**src/hdl/sff_map.svh**
```systemverilog
`ifndef SFF_MAP_SVH
`define SFF_MAP_SVH

// Instruction codes
`define SFF_OP_WREN 8'h10
`define SFF_OP_WRDI 8'h11
`define SFF_OP_RDSR1 8'h12
`define SFF_OP_RDSR2 8'h13
`define SFF_OP_WRSR 8'h14
`define SFF_OP_PROG 8'h20
`define SFF_OP_SECTOR 8'h21
`define SFF_OP_BLK32 8'h22
`define SFF_OP_BLK64 8'h23
`define SFF_OP_CHIP 8'h24
`define SFF_OP_SEC_ERASE 8'h25
`define SFF_OP_SEC_PROG 8'h26
`define SFF_OP_PDOWN 8'h30
`define SFF_OP_RPDOWN 8'h31
`define SFF_OP_SUSPEND 8'h32
`define SFF_OP_RESUME 8'h33
`define SFF_OP_READ 8'h40
`define SFF_OP_FAST 8'h41
`define SFF_OP_DUAL_OUT 8'h3B
`define SFF_OP_DUAL_IO 8'hBB
`define SFF_OP_QUAD_OUT 8'h6B
`define SFF_OP_QUAD_IO 8'hEB
`define SFF_OP_QUAD_WORD 8'hE7
`define SFF_OP_QUAD_OCTAL 8'hE3

// Status word bit positions
`define SFF_SR_BUSY 0
`define SFF_SR_WEL 1
`define SFF_SR_SRP0 7
`define SFF_SR_SRP1 8
`define SFF_SR_QE 9
`define SFF_SR_SUS 15
`define SFF_SR_WMASK 16'h43FC
`define SFF_SR_OTPMASK 16'h3C00
`define SFF_SR_RESET 16'h0000

// Counts
`define SFF_OPCODE_BITS 6'h08
`define SFF_ABITS_24 6'h18
`define SFF_ABITS_32 6'h20
`define SFF_SYNC_RST 6'h22

// Timing
`define SFF_CLK_NS 8
`define SFF_PUW_NS 10000
`define SFF_PUW_CYCLES ((`SFF_PUW_NS + `SFF_CLK_NS - 1) / `SFF_CLK_NS)

`endif

```
**src/hdl/sff_pkg.sv**
```systemverilog
package sff_pkg;

  typedef enum logic [6:0] {
    ST_IDLE = 7'h01,
    ST_OPCODE = 7'h02,
    ST_ADDR = 7'h04,
    ST_DUMMY = 7'h08,
    ST_WDATA = 7'h10,
    ST_RDATA = 7'h20,
    ST_DONE = 7'h40
  } sff_state_e;

  typedef enum logic [3:0] {
    OP_NONE = 4'h0,
    OP_PROG = 4'h1,
    OP_SECTOR = 4'h2,
    OP_BLK32 = 4'h3,
    OP_BLK64 = 4'h4,
    OP_CHIP = 4'h5,
    OP_WRSR = 4'h6,
    OP_SEC_ERASE = 4'h7,
    OP_SEC_PROG = 4'h8
  } sff_op_e;

  typedef struct packed {
    logic ok;
    logic wr;
    logic needw;
    logic quad;
    sff_state_e first;
    sff_state_e post;
    logic [5:0] aw;
    logic [5:0] abits;
    logic [5:0] dummy;
    logic [5:0] dw;
  } sff_dec_s;

endpackage : sff_pkg

```
**src/hdl/sff_pins_if.sv**
```systemverilog
`timescale 1ns/1ns
interface sff_pins_if;
  logic sclk;
  logic sclk_rise;
  logic sclk_fall;
  logic cs_n;
  logic cs_rise;
  logic [3:0] lane;
  modport src (output sclk, output sclk_rise, output sclk_fall, output cs_n, output cs_rise,
    output lane);
  modport dst (input sclk, input sclk_rise, input sclk_fall, input cs_n, input cs_rise,
    input lane);
endinterface : sff_pins_if

```
**src/hdl/sff_pin_sync.sv**
```systemverilog
`timescale 1ns/1ns
`include "sff_map.svh"
module sff_pin_sync (
  input wire logic clk_i,
  input wire logic sys_rst_i,
  input wire logic sclk_i,
  input wire logic cs_n_i,
  input wire logic [3:0] lane_i,
  sff_pins_if.src pin
);
  localparam logic [5:0] RST_VAL = `SFF_SYNC_RST;
  logic [5:0] raw;
  logic [5:0] s2;
  logic [5:0] s3;

  assign raw = {lane_i, cs_n_i, sclk_i};

  // Two-stage synchronisers plus one delay stage for edges
  for (genvar g = 0; g < 6; g++) begin : g_sync
    logic m1;
    logic m2;
    logic m3;
    always_ff @(posedge clk_i) begin
      if (sys_rst_i) begin
        m1 <= RST_VAL[g];
        m2 <= RST_VAL[g];
        m3 <= RST_VAL[g];
      end else begin
        m1 <= raw[g];
        m2 <= m1;
        m3 <= m2;
      end
    end
    assign s2[g] = m2;
    assign s3[g] = m3;
  end

  assign pin.sclk = s2[0];
  assign pin.sclk_rise = s2[0] & ~s3[0];
  assign pin.sclk_fall = ~s2[0] & s3[0];
  assign pin.cs_n = s2[1];
  assign pin.cs_rise = s2[1] & ~s3[1];
  assign pin.lane = s2[5:2];
endmodule : sff_pin_sync

```
**src/hdl/sff_front_end.sv**
```systemverilog
`timescale 1ns/1ns
`include "sff_map.svh"
// Operation
// - Single lane samples serial_in on clock rise
// - Single lane drives serial_out on clock fall
// - Clock modes 0 and 3 supported
// - Dual reads use lane0 and lane1
// - Quad reads use all four lanes
// - Quad instructions need quad_lane_enable set
// - Pause only outside four-lane operation, selected
// - Pause starts when pause low, clock low
// - Pause ends when pause high, clock low
// - Paused: outputs off, inputs ignored, state kept
// - Power-on reset disables everything
// - Write-type instructions refused until delay elapses
// - Latch cleared at power-up
// - Writes need write_enable_latch set
// - Latch cleared by disable and completion
// - Power-down ignores all but release
// - Status write gated by lock mode, pin
// - Busy flag S0 tracks running operation
// - Busy ignores all but status read, suspend
// - Write enable sets latch at S1
// - block_guard_bits S4..S2 writable, default zero
// - Deselected: lanes released, operation continues
// - Quad enable turns protect, pause pins into lanes
// - Hardware lock: protect low refuses status write
module sff_front_end #(
  parameter int PUW_CYCLES = `SFF_PUW_CYCLES
) (
  input wire logic clk_i,
  input wire logic sys_rst_i,
  input wire logic sclk_i,
  input wire logic cs_n_i,
  input wire logic [3:0] lane_i,
  output logic [3:0] lane_o,
  output logic [3:0] lane_oe_n_o,
  input wire logic op_done_i,
  input wire logic [7:0] rd_data_i,
  output logic [23:0] rd_addr_o,
  output logic rd_next_o,
  output logic [7:0] wr_byte_o,
  output logic wr_valid_o,
  output logic op_start_o,
  output sff_pkg::sff_op_e op_kind_o,
  output logic [23:0] op_addr_o,
  output logic suspend_o,
  output logic resume_o,
  output logic [15:0] status_o,
  output logic busy_o,
  output logic powered_down_o,
  output logic paused_o,
  output logic write_ready_o
);
  sff_pins_if pin ();

  sff_pin_sync u_sync (
    .clk_i(clk_i),
    .sys_rst_i(sys_rst_i),
    .sclk_i(sclk_i),
    .cs_n_i(cs_n_i),
    .lane_i(lane_i),
    .pin(pin.src)
  );

  sff_pkg::sff_state_e state;
  sff_pkg::sff_dec_s dec;
  sff_pkg::sff_dec_s cur;
  logic [7:0] cmd;
  logic cmd_ok;
  logic [31:0] rx;
  logic [31:0] next_rx;
  logic [5:0] cnt;
  logic [5:0] next_cnt;
  logic [5:0] in_w;
  logic addr_done;
  logic paused;
  logic write_enable_latch;
  logic busy;
  logic pd;
  logic sus;
  logic [15:0] status_nv;
  logic [15:0] status_word;
  logic [15:0] next_sr;
  logic [7:0] wrsr_b0;
  logic [7:0] wrsr_b1;
  logic [1:0] wr_bytes;
  logic [7:0] tx_byte;
  logic [7:0] load_byte;
  logic [7:0] src_byte;
  logic [5:0] tx_left;
  logic [3:0] tx_mask;
  logic [31:0] puw_cnt;
  logic puw_done;
  logic qe;
  logic wrsr_allowed;
  logic edge_in;
  logic addr_fin;
  logic byte_fin;
  logic exec;
  logic [23:0] addr24;

  assign qe = status_nv[`SFF_SR_QE];
  assign edge_in = pin.sclk_rise & ~paused & ~pin.cs_n;
  assign addr_fin = edge_in & (state == sff_pkg::ST_ADDR) & (next_cnt == cur.abits);
  assign byte_fin = edge_in & (state == sff_pkg::ST_WDATA) & (next_cnt == `SFF_OPCODE_BITS);
  assign exec = pin.cs_rise & cmd_ok;
  assign addr24 = (cur.abits == `SFF_ABITS_32) ? next_rx[31:8] : next_rx[23:0];

  // Input shifter, highest lane in use carries the MSB
  always_comb begin
    in_w = (state == sff_pkg::ST_ADDR) ? cur.aw : 6'h01;
    case (in_w)
      6'h04: next_rx = {rx[27:0], pin.lane[3:0]};
      6'h02: next_rx = {rx[29:0], pin.lane[1:0]};
      default: next_rx = {rx[30:0], pin.lane[0]};
    endcase
    next_cnt = cnt + in_w;
  end

  // Status write permission
  always_comb begin
    case ({status_nv[`SFF_SR_SRP1], status_nv[`SFF_SR_SRP0]})
      2'b00: wrsr_allowed = 1'b1;
      2'b01: wrsr_allowed = qe | pin.lane[2];
      default: wrsr_allowed = 1'b0;
    endcase
  end

  // Opcode decode and gating
  always_comb begin
    dec = '0;
    dec.first = sff_pkg::ST_DONE;
    dec.post = sff_pkg::ST_DONE;
    dec.aw = 6'h01;
    dec.abits = `SFF_ABITS_24;
    dec.dw = 6'h01;
    dec.ok = 1'b1;
    case (next_rx[7:0])
      `SFF_OP_WREN: dec.wr = 1'b1;
      `SFF_OP_WRDI, `SFF_OP_PDOWN, `SFF_OP_RPDOWN, `SFF_OP_SUSPEND, `SFF_OP_RESUME: ;
      `SFF_OP_RDSR1, `SFF_OP_RDSR2: dec.first = sff_pkg::ST_RDATA;
      `SFF_OP_WRSR: begin
        dec.first = sff_pkg::ST_WDATA;
        dec.wr = 1'b1;
        dec.needw = 1'b1;
        dec.ok = wrsr_allowed;
      end
      `SFF_OP_PROG, `SFF_OP_SEC_PROG: begin
        dec.first = sff_pkg::ST_ADDR;
        dec.post = sff_pkg::ST_WDATA;
        dec.wr = 1'b1;
        dec.needw = 1'b1;
      end
      `SFF_OP_SECTOR, `SFF_OP_BLK32, `SFF_OP_BLK64, `SFF_OP_SEC_ERASE: begin
        dec.first = sff_pkg::ST_ADDR;
        dec.wr = 1'b1;
        dec.needw = 1'b1;
      end
      `SFF_OP_CHIP: begin
        dec.wr = 1'b1;
        dec.needw = 1'b1;
      end
      `SFF_OP_READ, `SFF_OP_FAST: begin
        dec.first = sff_pkg::ST_ADDR;
        dec.post = sff_pkg::ST_RDATA;
        dec.dummy = (next_rx[7:0] == `SFF_OP_FAST) ? 6'h08 : 6'h00;
      end
      `SFF_OP_DUAL_OUT, `SFF_OP_QUAD_OUT: begin
        dec.first = sff_pkg::ST_ADDR;
        dec.post = sff_pkg::ST_RDATA;
        dec.dummy = 6'h08;
        dec.quad = (next_rx[7:0] == `SFF_OP_QUAD_OUT);
        dec.dw = dec.quad ? 6'h04 : 6'h02;
      end
      `SFF_OP_DUAL_IO: begin
        dec.first = sff_pkg::ST_ADDR;
        dec.post = sff_pkg::ST_RDATA;
        dec.aw = 6'h02;
        dec.abits = `SFF_ABITS_32;
        dec.dw = 6'h02;
      end
      `SFF_OP_QUAD_IO, `SFF_OP_QUAD_WORD, `SFF_OP_QUAD_OCTAL: begin
        dec.first = sff_pkg::ST_ADDR;
        dec.post = sff_pkg::ST_RDATA;
        dec.aw = 6'h04;
        dec.abits = `SFF_ABITS_32;
        dec.dw = 6'h04;
        dec.quad = 1'b1;
        if (next_rx[7:0] == `SFF_OP_QUAD_IO) dec.dummy = 6'h04;
        else if (next_rx[7:0] == `SFF_OP_QUAD_WORD) dec.dummy = 6'h02;
      end
      default: dec.ok = 1'b0;
    endcase
    if (pd && next_rx[7:0] != `SFF_OP_RPDOWN) dec.ok = 1'b0;
    if (busy && next_rx[7:0] != `SFF_OP_RDSR1 && next_rx[7:0] != `SFF_OP_RDSR2
        && next_rx[7:0] != `SFF_OP_SUSPEND) dec.ok = 1'b0;
    if (!puw_done && dec.wr) dec.ok = 1'b0;
    if (dec.needw && !write_enable_latch) dec.ok = 1'b0;
    if (dec.quad && !qe) dec.ok = 1'b0;
    if (!dec.ok) dec.first = sff_pkg::ST_DONE;
  end

  // Instruction sequencer
  always_ff @(posedge clk_i) begin
    if (sys_rst_i) begin
      state <= sff_pkg::ST_IDLE;
      cnt <= 6'h00;
      rx <= 32'h0000_0000;
      cmd <= 8'h00;
      cmd_ok <= 1'b0;
      cur <= '0;
      addr_done <= 1'b0;
    end else if (pin.cs_n) begin
      state <= sff_pkg::ST_IDLE;
      cnt <= 6'h00;
      addr_done <= 1'b0;
    end else if (state == sff_pkg::ST_IDLE) begin
      state <= sff_pkg::ST_OPCODE;
      cnt <= 6'h00;
      cmd_ok <= 1'b0;
    end else if (edge_in) begin
      case (state)
        sff_pkg::ST_OPCODE: begin
          rx <= next_rx;
          cnt <= next_cnt;
          if (next_cnt == `SFF_OPCODE_BITS) begin
            cmd <= next_rx[7:0];
            cmd_ok <= dec.ok;
            cur <= dec;
            state <= dec.first;
            cnt <= 6'h00;
          end
        end
        sff_pkg::ST_ADDR: begin
          rx <= next_rx;
          cnt <= next_cnt;
          if (addr_fin) begin
            addr_done <= 1'b1;
            cnt <= 6'h00;
            state <= (cur.dummy != 6'h00) ? sff_pkg::ST_DUMMY : cur.post;
          end
        end
        sff_pkg::ST_DUMMY: begin
          cnt <= cnt + 6'h01;
          if (cnt + 6'h01 == cur.dummy) begin
            cnt <= 6'h00;
            state <= cur.post;
          end
        end
        sff_pkg::ST_WDATA: begin
          rx <= next_rx;
          cnt <= byte_fin ? 6'h00 : next_cnt;
        end
        default: ;
      endcase
    end
  end

  // Pause control
  always_ff @(posedge clk_i) begin
    if (sys_rst_i || pin.cs_n || qe) begin
      paused <= 1'b0;
    end else if (!pin.sclk) begin
      paused <= ~pin.lane[3];
    end
  end

  // Write data capture
  always_ff @(posedge clk_i) begin
    if (sys_rst_i) begin
      wr_byte_o <= 8'h00;
      wr_valid_o <= 1'b0;
      wrsr_b0 <= 8'h00;
      wrsr_b1 <= 8'h00;
      wr_bytes <= 2'h0;
    end else begin
      wr_valid_o <= byte_fin & cmd_ok & (cmd != `SFF_OP_WRSR);
      if (state == sff_pkg::ST_IDLE) wr_bytes <= 2'h0;
      if (byte_fin) begin
        wr_byte_o <= next_rx[7:0];
        if (wr_bytes == 2'h0) wrsr_b0 <= next_rx[7:0];
        if (wr_bytes == 2'h1) wrsr_b1 <= next_rx[7:0];
        if (wr_bytes != 2'h3) wr_bytes <= wr_bytes + 2'h1;
      end
    end
  end

  // Output shifter
  always_comb begin
    if (cmd == `SFF_OP_RDSR1) load_byte = status_word[7:0];
    else if (cmd == `SFF_OP_RDSR2) load_byte = status_word[15:8];
    else load_byte = rd_data_i;
    src_byte = (tx_left == 6'h00) ? load_byte : tx_byte;
  end

  always_ff @(posedge clk_i) begin
    if (sys_rst_i) begin
      lane_o <= 4'h0;
      lane_oe_n_o <= 4'hF;
      tx_byte <= 8'h00;
      tx_left <= 6'h00;
      tx_mask <= 4'hF;
      rd_addr_o <= 24'h00_0000;
      rd_next_o <= 1'b0;
    end else begin
      rd_next_o <= 1'b0;
      if (addr_fin) rd_addr_o <= addr24;
      if (state != sff_pkg::ST_RDATA || pin.cs_n) begin
        lane_oe_n_o <= 4'hF;
        tx_left <= 6'h00;
        tx_mask <= 4'hF;
      end else if (paused) begin
        lane_oe_n_o <= 4'hF;
      end else if (pin.sclk_fall) begin
        case (cur.dw)
          6'h04: begin
            lane_o <= src_byte[7:4];
            tx_byte <= {src_byte[3:0], 4'h0};
            tx_mask <= 4'h0;
            lane_oe_n_o <= 4'h0;
          end
          6'h02: begin
            lane_o <= {2'h0, src_byte[7:6]};
            tx_byte <= {src_byte[5:0], 2'h0};
            tx_mask <= 4'hC;
            lane_oe_n_o <= 4'hC;
          end
          default: begin
            lane_o <= {2'h0, src_byte[7], 1'b0};
            tx_byte <= {src_byte[6:0], 1'b0};
            tx_mask <= 4'hD;
            lane_oe_n_o <= 4'hD;
          end
        endcase
        tx_left <= ((tx_left == 6'h00) ? 6'h08 : tx_left) - cur.dw;
        if (tx_left == 6'h00 && cmd != `SFF_OP_RDSR1 && cmd != `SFF_OP_RDSR2) begin
          rd_addr_o <= rd_addr_o + 24'h00_0001;
          rd_next_o <= 1'b1;
        end
      end else begin
        lane_oe_n_o <= tx_mask;
      end
    end
  end

  // Status word view
  always_comb begin
    status_word = status_nv & (`SFF_SR_WMASK | `SFF_SR_OTPMASK);
    status_word[`SFF_SR_BUSY] = busy;
    status_word[`SFF_SR_WEL] = write_enable_latch;
    status_word[`SFF_SR_SUS] = sus;
    next_sr = {(wr_bytes[1] ? wrsr_b1 : status_nv[15:8]), wrsr_b0};
    next_sr = (status_nv & ~`SFF_SR_WMASK) | (next_sr & `SFF_SR_WMASK)
      | (next_sr & `SFF_SR_OTPMASK);
  end

  // Execution at deselect
  always_ff @(posedge clk_i) begin
    if (sys_rst_i) begin
      write_enable_latch <= 1'b0;
      busy <= 1'b0;
      pd <= 1'b0;
      sus <= 1'b0;
      status_nv <= `SFF_SR_RESET;
      op_start_o <= 1'b0;
      op_kind_o <= sff_pkg::OP_NONE;
      op_addr_o <= 24'h00_0000;
      suspend_o <= 1'b0;
      resume_o <= 1'b0;
      status_o <= `SFF_SR_RESET;
    end else begin
      op_start_o <= 1'b0;
      suspend_o <= 1'b0;
      resume_o <= 1'b0;
      status_o <= status_word;
      if (op_done_i && busy) begin
        busy <= 1'b0;
        write_enable_latch <= 1'b0;
      end
      if (addr_fin) op_addr_o <= addr24;
      if (exec) begin
        case (cmd)
          `SFF_OP_WREN: write_enable_latch <= 1'b1;
          `SFF_OP_WRDI: write_enable_latch <= 1'b0;
          `SFF_OP_PDOWN: pd <= 1'b1;
          `SFF_OP_RPDOWN: pd <= 1'b0;
          `SFF_OP_SUSPEND: if (busy) begin
            busy <= 1'b0;
            sus <= 1'b1;
            suspend_o <= 1'b1;
          end
          `SFF_OP_RESUME: if (sus) begin
            busy <= 1'b1;
            sus <= 1'b0;
            resume_o <= 1'b1;
          end
          `SFF_OP_WRSR: if (wr_bytes != 2'h0) begin
            status_nv <= next_sr;
            busy <= 1'b1;
            op_start_o <= 1'b1;
            op_kind_o <= sff_pkg::OP_WRSR;
          end
          `SFF_OP_CHIP: begin
            busy <= 1'b1;
            op_start_o <= 1'b1;
            op_kind_o <= sff_pkg::OP_CHIP;
          end
          `SFF_OP_PROG, `SFF_OP_SEC_PROG, `SFF_OP_SECTOR, `SFF_OP_BLK32, `SFF_OP_BLK64,
          `SFF_OP_SEC_ERASE: if (addr_done) begin
            busy <= 1'b1;
            op_start_o <= 1'b1;
            case (cmd)
              `SFF_OP_PROG: op_kind_o <= sff_pkg::OP_PROG;
              `SFF_OP_SEC_PROG: op_kind_o <= sff_pkg::OP_SEC_PROG;
              `SFF_OP_SECTOR: op_kind_o <= sff_pkg::OP_SECTOR;
              `SFF_OP_BLK32: op_kind_o <= sff_pkg::OP_BLK32;
              `SFF_OP_BLK64: op_kind_o <= sff_pkg::OP_BLK64;
              default: op_kind_o <= sff_pkg::OP_SEC_ERASE;
            endcase
          end
          default: ;
        endcase
      end
    end
  end

  // Power-up write delay
  always_ff @(posedge clk_i) begin
    if (sys_rst_i) begin
      puw_cnt <= 32'(PUW_CYCLES);
      puw_done <= 1'b0;
    end else if (puw_cnt != 32'h0000_0000) begin
      puw_cnt <= puw_cnt - 32'h0000_0001;
    end else begin
      puw_done <= 1'b1;
    end
  end

  assign busy_o = busy;
  assign powered_down_o = pd;
  assign paused_o = paused;
  assign write_ready_o = puw_done;
endmodule : sff_front_end

```
**config.mk**
```make
export PLATFORM = sky130hd
export DESIGN_NAME = sff_front_end
export DESIGN_NICKNAME = d
export VERILOG_FILES = /design/src/hdl/sff_pkg.sv /design/src/hdl/sff_pins_if.sv /design/src/hdl/sff_pin_sync.sv /design/src/hdl/sff_front_end.sv
export VERILOG_INCLUDE_DIRS = /design/src /design/src/hdl
export SDC_FILE = /design/constraint.sdc
export NUM_CORES = 1
export LEC_CHECK = 0
export BUFFER_PORTS_ARGS = -buffer_cell sky130_fd_sc_hd__buf_2
export CAP_MARGIN = 10
export CORE_MARGIN = 1.5
export CORE_UTILIZATION = 50
export DETAILED_ROUTE_END_ITERATION = 16
export PLACE_DENSITY_LB_ADDON = 0.3
export SLEW_MARGIN = 20
export SYNTH_ARGS = -nofsm -noshare
export SYNTH_HDL_FRONTEND = slang
export SYNTH_SLANG_ARGS = --single-unit
```
**constraint.sdc**
```tcl
create_clock -name clk_i -period 8.27 [get_ports clk_i]
set_input_delay 0.4135 -clock clk_i [delete_from_list [all_inputs] [get_ports clk_i]]
set_output_delay 0.4135 -clock clk_i [all_outputs]
set_load 0.02 [all_outputs]
```
=== Word level (Yosys, flattened, before mapping) ===
Cells that the tools add are included.

* Flip-flop bits (word level): 277
* Bits of input ports: 17
* Output and inout bits: 93
* Word-level logic and storage cells: 303

* Add/subtract/negate cells: 6
* Equality and inequality tests: 73
* Mux-type cells: 79
* Bitwise operators: 27
* Reduce and logical (&&, ||, !) cells: 66

{| class="wikitable"
|+ Operators with widths
! operator !! number
|-
| $eq 8x6->1 const B || 23
|-
| $mux 24 || 6
|-
| $eq 8x5->1 const B || 10
|-
| $pmux 32 s2 || 1
|-
| $mux 6 || 7
|-
| $mux 7 || 6
|-
| $pmux 7 s3 || 2
|-
| $ne 8x5->1 const B || 5
|-
| $eq 8x8->1 const B || 4
|-
| $reduce_bool 32->1 || 1
|-
| $sub 32x1->32 const B || 1
|-
| $mux 1 || 25
|-
| $add 24x1->24 const B || 1
|-
| $eq 8x7->1 const B || 3
|-
| $mux 8 || 3
|-
| $pmux 6 s4 || 1
|-
| $reduce_or 23->1 || 1
|-
| $pmux 4 s5 || 1
|-
| $pmux 6 s3 || 1
|-
| $pmux 9 s2 || 1
|-
| $reduce_or 3->1 || 6
|-
| $mux 4 || 4
|-
| $ne 8x6->1 const B || 2
|-
| $or 16x14->16 || 1
|-
| 52 further kinds || 135
|}

=== Logic depth before layout (Yosys ltp) ===
Gate-level depths: netlist of run 1.

* Depth after elaboration: 17
* Mapped depth: 18
* Mapped depth without buffers: 13

=== By module ===
Synthesis of run 1 repeated with hierarchy kept, for this count alone.

* Cell total of the unflattened synthesis: 1561
* Area, all modules: 12345.6 um2

{| class="wikitable"
|+ Modules (own cells, without submodules)
! module !! instances !! cells an instance !! area each (um2) !! seq. area each (um2)
|-
| sff_front_end || 1 || 1525 || 11912.7 || 4784.6
|-
| sff_pin_sync || 1 || 36 || 432.9 || 280.3
|}

=== Worst setup path after synthesis of run 1 ===
No wires, ideal clock.

* Path kind: reg-to-reg
* From: reg state[5]
* To: reg wrsr_b0[2]
* Setup time: 86 ps
* Arrival time: 4045 ps
* Data required time: 8184 ps
* Path slack: 4139 ps
* Stages on the path, launching flop included: 18
* Buffers on the path: 5
* Clock period less this slack: 4131 ps
* Cell sequence: dfxtp_1 > or4_1 > buf_2 > nor2_1 > buf_2 > inv_1 > buf_1 > ha_1 > maj3_1 > o21ai_0 > a21o_1 > nor3b_1 > and4_1 > buf_2 > and2_1 > clkbuf_1 > nor2_1 > a211oi_1

* Word-level cells in the longest chain between the ends: 6
* Elaborated cells between the ends (all ways): 11
* Those cells by class: add/sub (1); eq/ne (5); mux (2); bitwise (2); reduce/logical (1)

{| class="wikitable"
|+ RTL lines
! item !! RTL line !! text
|-
| start: declaration || sff_front_end.sv:66 || <nowiki>sff_pkg::sff_state_e state;</nowiki>
|-
| start signal: assignment || sff_front_end.sv:207 || <nowiki>state <= sff_pkg::ST_IDLE;</nowiki>
|-
| start signal: assignment || sff_front_end.sv:215 || <nowiki>state <= sff_pkg::ST_IDLE;</nowiki>
|-
| start signal: assignment || sff_front_end.sv:219 || <nowiki>state <= sff_pkg::ST_OPCODE;</nowiki>
|-
| $eq 7x3->1 || sff_front_end.sv:112 || <nowiki>in_w = (state == sff_pkg::ST_ADDR) ? cur.aw : 6'h01;</nowiki>
|-
| $mux 6 || sff_front_end.sv:112 ||
|-
| $add 6x6->6 || sff_front_end.sv:118 || <nowiki>next_cnt = cnt + in_w;</nowiki>
|-
| $eq 6x4->1 (no line) || n/a ||
|-
| $and 1x1->1 || sff_front_end.sv:106 || <nowiki>assign byte_fin = edge_in & (state == sff_pkg::ST_WDATA) & (next_cnt == `SFF_OPCODE_BITS);</nowiki>
|-
| $reduce_and 2->1 (no line) || n/a ||
|-
| end signal: assignment || sff_front_end.sv:282 || <nowiki>if (wr_bytes == 2'h0) wrsr_b0 <= next_rx[7:0];</nowiki>
|-
| end: declaration || sff_front_end.sv:85 || <nowiki>logic [7:0] wrsr_b0;</nowiki>
|}

Several ways; a longest one is shown, not always the timed one.
A chain may end at the register's enable or synchronous reset.

=== Worst setup path in the final report of run 1 ===
* From: reg state[5]
* To: reg wrsr_b1[0]

* Word-level cells in the longest chain between the ends: 6
* Elaborated cells between the ends (all ways): 8
* Those cells by class: add/sub (1); eq/ne (3); mux (1); bitwise (2); reduce/logical (1)

{| class="wikitable"
|+ RTL lines
! item !! RTL line !! text
|-
| $eq 7x3->1 || sff_front_end.sv:112 ||
|-
| $mux 6 || sff_front_end.sv:112 ||
|-
| $add 6x6->6 || sff_front_end.sv:118 ||
|-
| $eq 6x4->1 (no line) || n/a ||
|-
| $and 1x1->1 (*) || sff_front_end.sv:106 ||
|-
| $reduce_and 2->1 (no line) (*) || n/a ||
|-
| end signal: assignment || sff_front_end.sv:283 || <nowiki>if (wr_bytes == 2'h1) wrsr_b1 <= next_rx[7:0];</nowiki>
|-
| end: declaration || sff_front_end.sv:86 || <nowiki>logic [7:0] wrsr_b1;</nowiki>
|}

Every way passes the cells marked *; elsewhere a longest branch is shown, timed or not.

==> results of run 1 <==
==> where the power goes <==
group	internal [uW]	total, uW	leakage (uW)	switching [uW]
sequential	1230	1230	0.00204	6.87
combinational	16.5	50.5	0.00284	34.1
clock	764	1270	0.000460	505
total	2010	2550	0.00534	546
==> placed cells by master (no fill, tap or decap), drive strengths merged, types with 19 or more instances in the layout <==
cell type,Yosys,final
xnor2,22,22
o21ai,97,97
nor2,255,255
o221ai,25,25
nor2b,33,33
nand3b,21,21
nand2,137,137
buf,19,125
nor3,48,48
or3,19,19
nand3,27,27
nand2b,22,22
clkbuf,96,36
o22ai,27,27
a211oi,42,42
inv,26,26
dfxtp,253,253
a21oi,116,116
mux2i,52,52
a31oi,29,29
==> per-stage QoR <==
stage               instances  cell area [sq um]  hold WS (ns)
floorplan                1590              12600         0.389
global placement         1924              13300         0.397
detailed placement       1924              13300         0.394
CTS                      1973              14200        0.0491
global route             1973              14200        0.0628
finish                   1973              14200        0.0608
==> routing by layer <==
layer  GRT usage  vias up  routed length, um
li1            -     5813                  -
met1       0.341     5519              15200
met2       0.407      450              15700
met3      0.0296       83               2030
met4      0.0922        0               1170
met5           0        -                  0
==> critical path: cells and delay by family, from the launching register on <==
family,cells,cell delay (ns)
AND/OR/NAND/NOR,6,3.05
buffers and inverters,2,0.62
AO/OA/AOI/OAI,2,0.30
multiplexers,1,0.28
adder cells (fa/ha/maj),2,0.72
flip-flops,1,0.35
==> final cells by class <==
cell class | instances | area, sq um
multi-input cells | 1196 | 7050
inverters | 26 | 97.6
flip-flops and latches | 253 | 5060
clock inverters | 13 | 148
fillers | 2217 | 10300
well taps | 324 | 405
clock buffers | 36 | 792
repair buffers | 125 | 672
==> flip-flops by register name, summed over array words and instances, names as in the netlist, 7 cells and up, named ones only <==
name       flops
cmd            8
cur           13
op_addr_o     24
puw_cnt       32
rd_addr_o     24
rx            31
state          7
status_nv     10
status_o      16
tx_byte        7
wr_byte_o      8
wrsr_b1        7
==> kinds of logic (layout without fill, tap and decap cells) <==
| group | count (synthesis) | after routing | share of synthesized area |
|---|---|---|---|
| flops | 253 | 253 | 0.401 |
| xor+xnor | 37 | 37 | 0.0257 |
| compound gates | 424 | 424 | 0.214 |
| buf+inv | 141 | 200 | 0.0433 |
| fa+ha+maj | 14 | 14 | 0.0141 |
| mux | 54 | 54 | 0.0440 |
| simple gates | 667 | 667 | 0.258 |
==> final timing paths <==
check | slack, ns | end | cells after the start
max | 2.78 | wrsr_b1[0]$_SDFFE_PP0P_ | 13
min | 0.06 | u_sync.g_sync[5].m1$_SDFF_PP1_ | 2
max reg2reg | 2.78 | wrsr_b1[0]$_SDFFE_PP0P_ | 13
min reg2reg | 0.42 | u_sync.g_sync[5].m2$_SDFF_PP1_ | 1
==> impl_metrics.yaml, run 1 <==
clock_network:
  cts_hold_buf: 0
  cts_resized: 0
  clk_pin_slew_ns: 0.06
  numCtsBuffers: 28
  clock_path_buffers: 3
  cts_tree: "done"
  clk_latency_ns: 0.55
  post-cts-setup-buffers: 0
  clkSinkCount: 253
  htreeDepth: 1
  clockRootBuffer: "clkbuf_16"
yosys:
  synthCells: 1590
  synth.avg_cell_area_sq_um: 7.95
  synth-seq-cells: 253
  synthArstFlopShare: 0
  syn_area_sq_um: 12600
  synthMostInstantiatedCell: "nor2_1"
  synth_flop_cell: "dfxtp_1"
  ys.warnings.count: 0
  synth_nets: 1619
  yosysSeqAreaShare: 0.401
  netlist_top_cells_count: "nor2_1, dfxtp_1, nand2_1"
  synth_edf_count: 0
  ys_types: 82
  synth_top_area_frac: 0.401
  synth_area_leader_cell: "dfxtp_1"
  netlist_top_cells_area: "dfxtp_1, nor2_1, a21oi_1"
placed_design:
  place.gp.congestion: 0.933
  hpwl_mm: 23.1
  portBuffers: 109
  dp_slack_ns: 3.00
sta:
  finalSetupViolCount: 0
  hold_viol: 0
  min_period_over_period: 0.663
  fin_setup_tns_ns: 0
  rsz0062_at_grt: "no"
  tightest_slew_ns: 1.04
  relSlewSlack: 0.298
  min_period_ns: 5.49
  timing.fmax_mhz: 182
  maxSlewViolCount: 0
  clock_skew_ns: 0.0237
  finalWorstSetupSlack_ns: 2.78
global_routing:
  antenna_found_initial: 0
  grt_max_degree: 122
  grt-ovfl-total: 0
  grt_usage: 0.250
  grt_first_pass_wirelength_mm: 54.2
  grt_pass1_vias: 10435
floorplanning:
  start_util: 0.515
  core_sq_um: 24500
  fp.dieArea_sq_um: 26200
  fp.dieH_um: 162
  rows: 57
  ios: 110
  die_w_um: 162
final_layout:
  layout-drive-gt1-share: 0.124
  num-nets-final: 1659
  n_antenna_cell: 0
  post-route-util: 0.580
  area_growth_pct: 12.6
route:
  wl_per_cell_um: 17.3
  drt_first_pass_iters: 6
  vias_per_cell: 6.01
  postRouteAntennaNets: 0
  vias: 11865
  route.detailed.drc: 0
  routed_wirelength_mm: 34.1
  drt-initial-drc-count: 1112
pwr:
  power.density_nw_per_um2: 179
  p_total_uw: 2550
  leakage_uw: 0.00534
  ir_drop_mv: 0.143
critical_path:
  crit_arrival_ns: 5.87
  crit_fanout: 30
  crit_chain: "or4_1 > nor2_1 > buf_4 > inv_1 > ha_1 > maj3_1 > o21ai_0 > a21o_1 > nor3b_1 > and4_1 > and2_0 > mux2i_1 > nor2_1"
  path_common_cell: "nor2_1"
  rr_startpoint: "state[5]$_SDFFE_PP0P_"
  startpoint: "state[5]$_SDFFE_PP0P_"
  cp_slowest_stage_delay_ns: 0.82
  endpoint_kind: "flip-flop"
  startpoint_type: "flip-flop"
  required_ns: 8.65
  crit_type: "flip-flop to flip-flop"
  crit_path_top_delay_cell: "or4_1"
flow_run:
  maxCapViolCount: 0
worst_hold_path:
  hold_path_class: "input port to flip-flop"
  hold_path_startpoint: "lane_i[3]"
status:
  status: "complete, no violations"
Note: power is estimated with default switching activity, not from simulation.
==> inputs of run 2 (changes only) <==
clock period = 4.4 ns   (was 8.27 ns; I/O delays follow)
==> impl_metrics.yaml, run 2 (synthesized netlist as in run 1, its figures left out) <==
pwr:
  p_total_uw: 4680
  clkPwrFrac: 0.483
  power.density_nw_per_um2: 325
  seqPwrFrac: 0.495
  p_switching_uw: 996
  ir_drop_mv: 0.301
  p_sw_frac: 0.213
  comb_power_share: 0.021
  p_int_uw: 3680
  leakage_uw: 0.00544
sta:
  tightest_slew_ns: 1.01
  rsz0062_at_grt: "no"
  fin_setup_tns_ns: 0
  min_period_over_period: 0.932
  clock_skew_ns: 0.0157
  timing.fmax_mhz: 244
  min_period_ns: 4.10
  maxSlewViolCount: 0
  finalSetupViolCount: 0
  relSlewSlack: 0.327
  hold_viol: 0
  holdWs_ns: 0.0610
clock_network:
  cts_tree: "done"
  clock_path_buffers: 3
  clk_pin_slew_ns: 0.06
  clkSinkCount: 253
  clk_latency_ns: 0.54
  clockRootBuffer: "clkbuf_16"
  numCtsBuffers: 27
  htreeDepth: 1
route:
  wl_met3_mm: 1.89
  wl_per_cell_um: 17.1
  drt_first_pass_iters: 6
  drt-initial-drc-count: 1097
  vias_per_cell: 5.96
  routed_wirelength_mm: 34.2
  vias: 11915
  wl_met1_mm: 15.4
  postRouteAntennaNets: 0
  route.met2.wl_mm: 16.1
  top_layer_used: "met4"
  route.detailed.drc: 0
final_layout:
  area_growth_pct: 13.9
  num-nets-final: 1684
  final_common_cell: "nor2_1"
  layout-drive-gt1-share: 0.132
  n_antenna_cell: 0
  mostFrequentLayoutCells: "nor2_1, dfxtp_1, nand2_1"
  biggestRegsByFlops: "puw_cnt (32), rx (31)"
  top_register: "puw_cnt"
  largest_reg_flops: 32
placed_design:
  hpwl_mm: 23.6
  portBuffers: 109
  place.gp.congestion: 0.902
critical_path:
  crit_path_top_delay_cell: "or4_1"
  required_ns: 4.85
  crit_arrival_ns: 4.55
  crit_fanout: 20
  crit_type: "flip-flop to flip-flop"
  startpoint_type: "flip-flop"
  endpoint_kind: "flip-flop"
  cp_slowest_stage_delay_ns: 0.70
  crit_chain: "or4_1 > nor2_1 > nand2_1 > xnor2_1 > ha_1 > a21oi_1 > maj3_1 > o21a_1 > o2111a_1 > o211a_1 > nor2_2 > o21ai_0 > a31oi_1"
floorplanning:
  ios: 110
  fp.dieArea_sq_um: 26200
  rows: 57
  die_w_um: 162
  fp.dieH_um: 162
  start_util: 0.515
  core_sq_um: 24500
status:
  status: "complete, no violations"
worst_hold_path:
  hold_path_class: "input port to flip-flop"
global_routing:
  grt_usage: 0.255
  grt_first_pass_wirelength_mm: 55.5
  grt_max_degree: 85
  grt-ovfl-total: 0
  antenna_found_initial: 0
  grt_pass1_vias: 10926
flow_run:
  maxCapViolCount: 0
-- run 2: cell types whose count changed in the layout (fill, tap and decap cells not counted), sizes merged --
| cell | change |
|---|---|
| buf | +20 |
| dlygate4sd3 | +6 |
| clkbuf | +2 |
| clkinvlp | -2 |
| bufinv | -1 |
| clkinv | -1 |
| inv | +1 |
-- run 2: path summary, 6_finish.rpt --
kind | endpoint | cells past startpoint | from | slack (ns)
max | rd_addr_o[9]$_SDFF_PP0_ | 13 | state[5]$_SDFFE_PP0P_ | 0.30
min | op_kind_o[2]$_SDFFE_PP0P_ | 2 | sys_rst_i | 0.06
max reg2reg | rd_addr_o[9]$_SDFF_PP0_ | 13 | state[5]$_SDFFE_PP0P_ | 0.30
min reg2reg | u_sync.g_sync[5].m2$_SDFF_PP1_ | 1 | u_sync.g_sync[5].m1$_SDFF_PP1_ | 0.41
-- run 2: power groups by stage --
stage / Sequential [uW] / Clock (uW) / Combinational (uW)
3_3_place_gp: 2370 / 0 / 93.7
2_1_floorplan: 2360 / 0 / 71.3
6_report: 2320 / 2260 / 99.6
5_1_grt: 2320 / 2400 / 111
3_5_place_dp: 2370 / 0 / 94.6
4_1_cts: 2320 / 2300 / 99.9
-- run 2: per-layer routing --
layer	track usage	vias up
li1	-	5839
met1	0.344	5611
met2	0.424	403
met3	0.0329	62
met4	0.0809	0
met5	0	-
-- run 2: critical path: cells and delay by family, from the launching register on --
family,cells,cell delay [ns]
AO/OA/AOI/OAI,6,1.26
AND/OR/NAND/NOR,4,1.64
flip-flops,1,0.35
adder cells (fa/ha/maj),2,0.60
XOR/XNOR,1,0.17
-- run 2: what timing repair did --
action	CTS	global route
endpoints found under the hold margin	6	0
gates resized for setup	0	3
hold buffers	6	0
setup endpoints to repair	0	5
setup buffers	0	0
-- run 2: through the flow --
| stage | worst slack [ns] | util | instance area, sq um | cells |
|---|---|---|---|---|
| after floorplan | 0.269 | - | 12600 | 1590 |
| after CTS | 0.250 | 0.586 | 14400 | 1998 |
| after global routing | 0.00126 | 0.586 | 14400 | 1998 |
| after global placement | 0.113 | 0.547 | 13400 | 1944 |
| final | 0.297 | 0.586 | 14400 | 1998 |
| after detailed placement | 0.222 | 0.547 | 13400 | 1944 |
-- run 2: cell type report --
type	instances	area [sq um]
sequential	253	5060
timing repair buffer	151	882
fill	2250	10100
multi-input combinational	1196	7050
inverter	26	97.6
clock inverter	10	106
clock buffer	38	777
tap	324	405
==> inputs of run 3 (changes only) <==
ABC_AREA = 1   (was default)
ABC_CLOCK_PERIOD_IN_PS = 4400   (was default)
==> impl_metrics.yaml, run 3 <==
floorplanning:
  fp.dieH_um: 162
  fp.dieArea_sq_um: 26300
  ios: 110
  rows: 58
  start_util: 0.506
  die_w_um: 162
  core_sq_um: 25000
yosys:
  synthAdderAreaFrac: 0.0125
  yosys.area_share.simple: 0.263
  synth_edf_count: 0
  synth_top_area_frac: 0.400
  synth-compound-area-share: 0.194
  synthXorXnorAreaFrac: 0.0220
  synthArstFlopShare: 0
  ys.warnings.count: 0
  netlist_top_cells_area: "dfxtp_1, nand2_1, inv_1"
  netlist_top_cells_count: "nand2_1, inv_1, dfxtp_1"
  synth.avg_cell_area_sq_um: 6.96
  synthMostInstantiatedCell: "nand2_1"
  synth_flop_cell: "dfxtp_1"
  synth_nets: 1848
  synthCells: 1819
  synth.mux.area_fraction: 0
  synth_area_leader_cell: "dfxtp_1"
  synth-seq-cells: 253
  yosysSeqAreaShare: 0.400
  syn_area_sq_um: 12700
  ys_types: 58
  synth_top_family_by_area: "simple AND/OR/NAND/NOR gates"
route:
  vias: 12352
  top_layer_used: "met4"
  route.met2.wl_mm: 16.5
  wl_met3_mm: 2.23
  wl_per_cell_um: 15.6
  drt-initial-drc-count: 1019
  routed_wirelength_mm: 35.2
  postRouteAntennaNets: 0
  wl_met1_mm: 15.4
  vias_per_cell: 5.47
  route.detailed.drc: 0
  drt_first_pass_iters: 6
critical_path:
  crit_type: "flip-flop to flip-flop"
  required_ns: 4.87
  endpoint_kind: "flip-flop"
  crit_fanout: 27
  startpoint_type: "flip-flop"
  crit_arrival_ns: 4.03
placed_design:
  portBuffers: 109
  place_area_sq_um: 13400
  hpwl_mm: 25.3
  place_inst: 2200
  place.gp.congestion: 0.910
status:
  status: "complete, no violations"
final_layout:
  n_antenna_cell: 0
  layout-drive-gt1-share: 0.122
  finalInstanceArea_sq_um: 14400
  final_common_cell: "nand2_1"
  biggestRegsByFlops: "puw_cnt (32), rx (31)"
  mostFrequentLayoutCells: "nand2_1, inv_1, dfxtp_1"
  layout.cells.non_filler: 2259
  top_register: "puw_cnt"
  largest_reg_flops: 32
  num-nets-final: 1936
  post-route-util: 0.576
  area_growth_pct: 14.0
sta:
  relSlewSlack: 0.246
  min_period_over_period: 0.808
  fin_setup_tns_ns: 0
  maxSlewViolCount: 0
  finalSetupViolCount: 0
  holdWs_ns: 0.101
  clock_skew_ns: 0.00913
  tightest_slew_ns: 1.12
  timing.fmax_mhz: 281
  min_period_ns: 3.56
  rsz0062_at_grt: "no"
  hold_viol: 0
clock_network:
  cts_tree: "done"
  clock_path_buffers: 3
  htreeDepth: 1
  cts_resized: 0
  clkSinkCount: 253
  clk_latency_ns: 0.55
  clk_pin_slew_ns: 0.06
  numCtsBuffers: 28
  post-cts-setup-buffers: 0
  clockRootBuffer: "clkbuf_16"
worst_hold_path:
  hold_path_class: "input port to flip-flop"
flow_run:
  maxCapViolCount: 0
global_routing:
  grt_usage: 0.266
  antenna_found_initial: 0
  grt_first_pass_wirelength_mm: 57.2
  grt-ovfl-total: 0
  grt_max_degree: 90
  grt_pass1_vias: 11460
pwr:
  power.density_nw_per_um2: 336
  leakage_uw: 0.00646
  ir_drop_mv: 0.257
==> run 3: cell types whose count changed after synthesis, sizes merged, moves of 33 or more <==
cell,delta
o21ai,+44
inv,+255
mux2i,-52
nand2,+210
nor2b,-33
clkbuf,-46
a21oi,+75
nand3,+60
nor2,-49
a211oi,-39
==> run 3: what timing repair did <==
item,CTS,global route
endpoints found under the setup margin,0,0
endpoints found under the hold margin,7,0
hold buffers,7,0
==> run 3: through the flow <==
step | setup slack [ns] | total power [uW]
4_1_cts | 0.890 | 4890
3_5_place_dp | 0.927 | 2460
3_3_place_gp | 1.09 | 2460
5_1_grt | 0.459 | 4990
6_report | 0.843 | 4850
2_1_floorplan | 1.63 | 2430
==> run 3: cell type report <==
type,instances,area [sq um]
repair buffers,127,701
well taps,330,413
fillers,2409,10600
flip-flops and latches,253,5060
clock inverters,6,80.1
multi-input cells,1214,6220
clock buffers,46,890
inverters,283,1060
==> run 3: logic make-up (layout without fill, tap and decap cells) <==
family          after synthesis  after routing
simple gates                736            736
compound gates              435            435
buf+inv                     352            462
flops                       253            253
xor+xnor                     31             31
fa+ha+maj                    12             12
==> run 3: metal layers <==
layer  vias to the layer above  track usage
li1                       6145            -
met1                      5686        0.346
met2                       443        0.459
met3                        78       0.0360
met4                         0       0.0838
met5                         -            0
==> run 3: final timing paths <==
| path | start | endpoint | slack, ns | cells after the start |
|---|---|---|---|---|
| worst max-delay path | state[0]$_SDFFE_PP1P_ | state[6]$_SDFFE_PP0P_ | 0.84 | 19 |
| worst min-delay path | sys_rst_i | u_sync.g_sync[0].m3$_SDFF_PP0_ | 0.10 | 2 |
| worst max register to register | state[0]$_SDFFE_PP1P_ | state[6]$_SDFFE_PP0P_ | 0.84 | 19 |
| worst min register to register | u_sync.g_sync[3].m1$_SDFF_PP0_ | u_sync.g_sync[3].m2$_SDFF_PP0_ | 0.40 | 2 |
==> run 3: report_power, final <==
part / switching (uW) / leakage (uW) / internal, uW
combinational: 72.6 / 0.00393 / 32.9
sequential: 10.4 / 0.00204 / 2300
clock: 941 / 0.000481 / 1490
total: 1020 / 0.00646 / 3820
==> run 3: worst max-delay path, stage by stage, from the launching register on <==
cell     delay (ns)
dfxtp_1        0.32
nor2_1         0.20
nand2_2        0.12
nor2_8         0.32
nand3_4        0.34
nand2_2        0.31
inv_1          0.37
nand2_1        0.20
nand2_1        0.13
nand2_1        0.16
nor2_2         0.09
nand2_1        0.13
nand3_1        0.12
nor2_2         0.16
nand3_2        0.09
nand2_1        0.08
nand2_2        0.07
nand3_1        0.07
nand2_1        0.05
a21oi_1        0.12
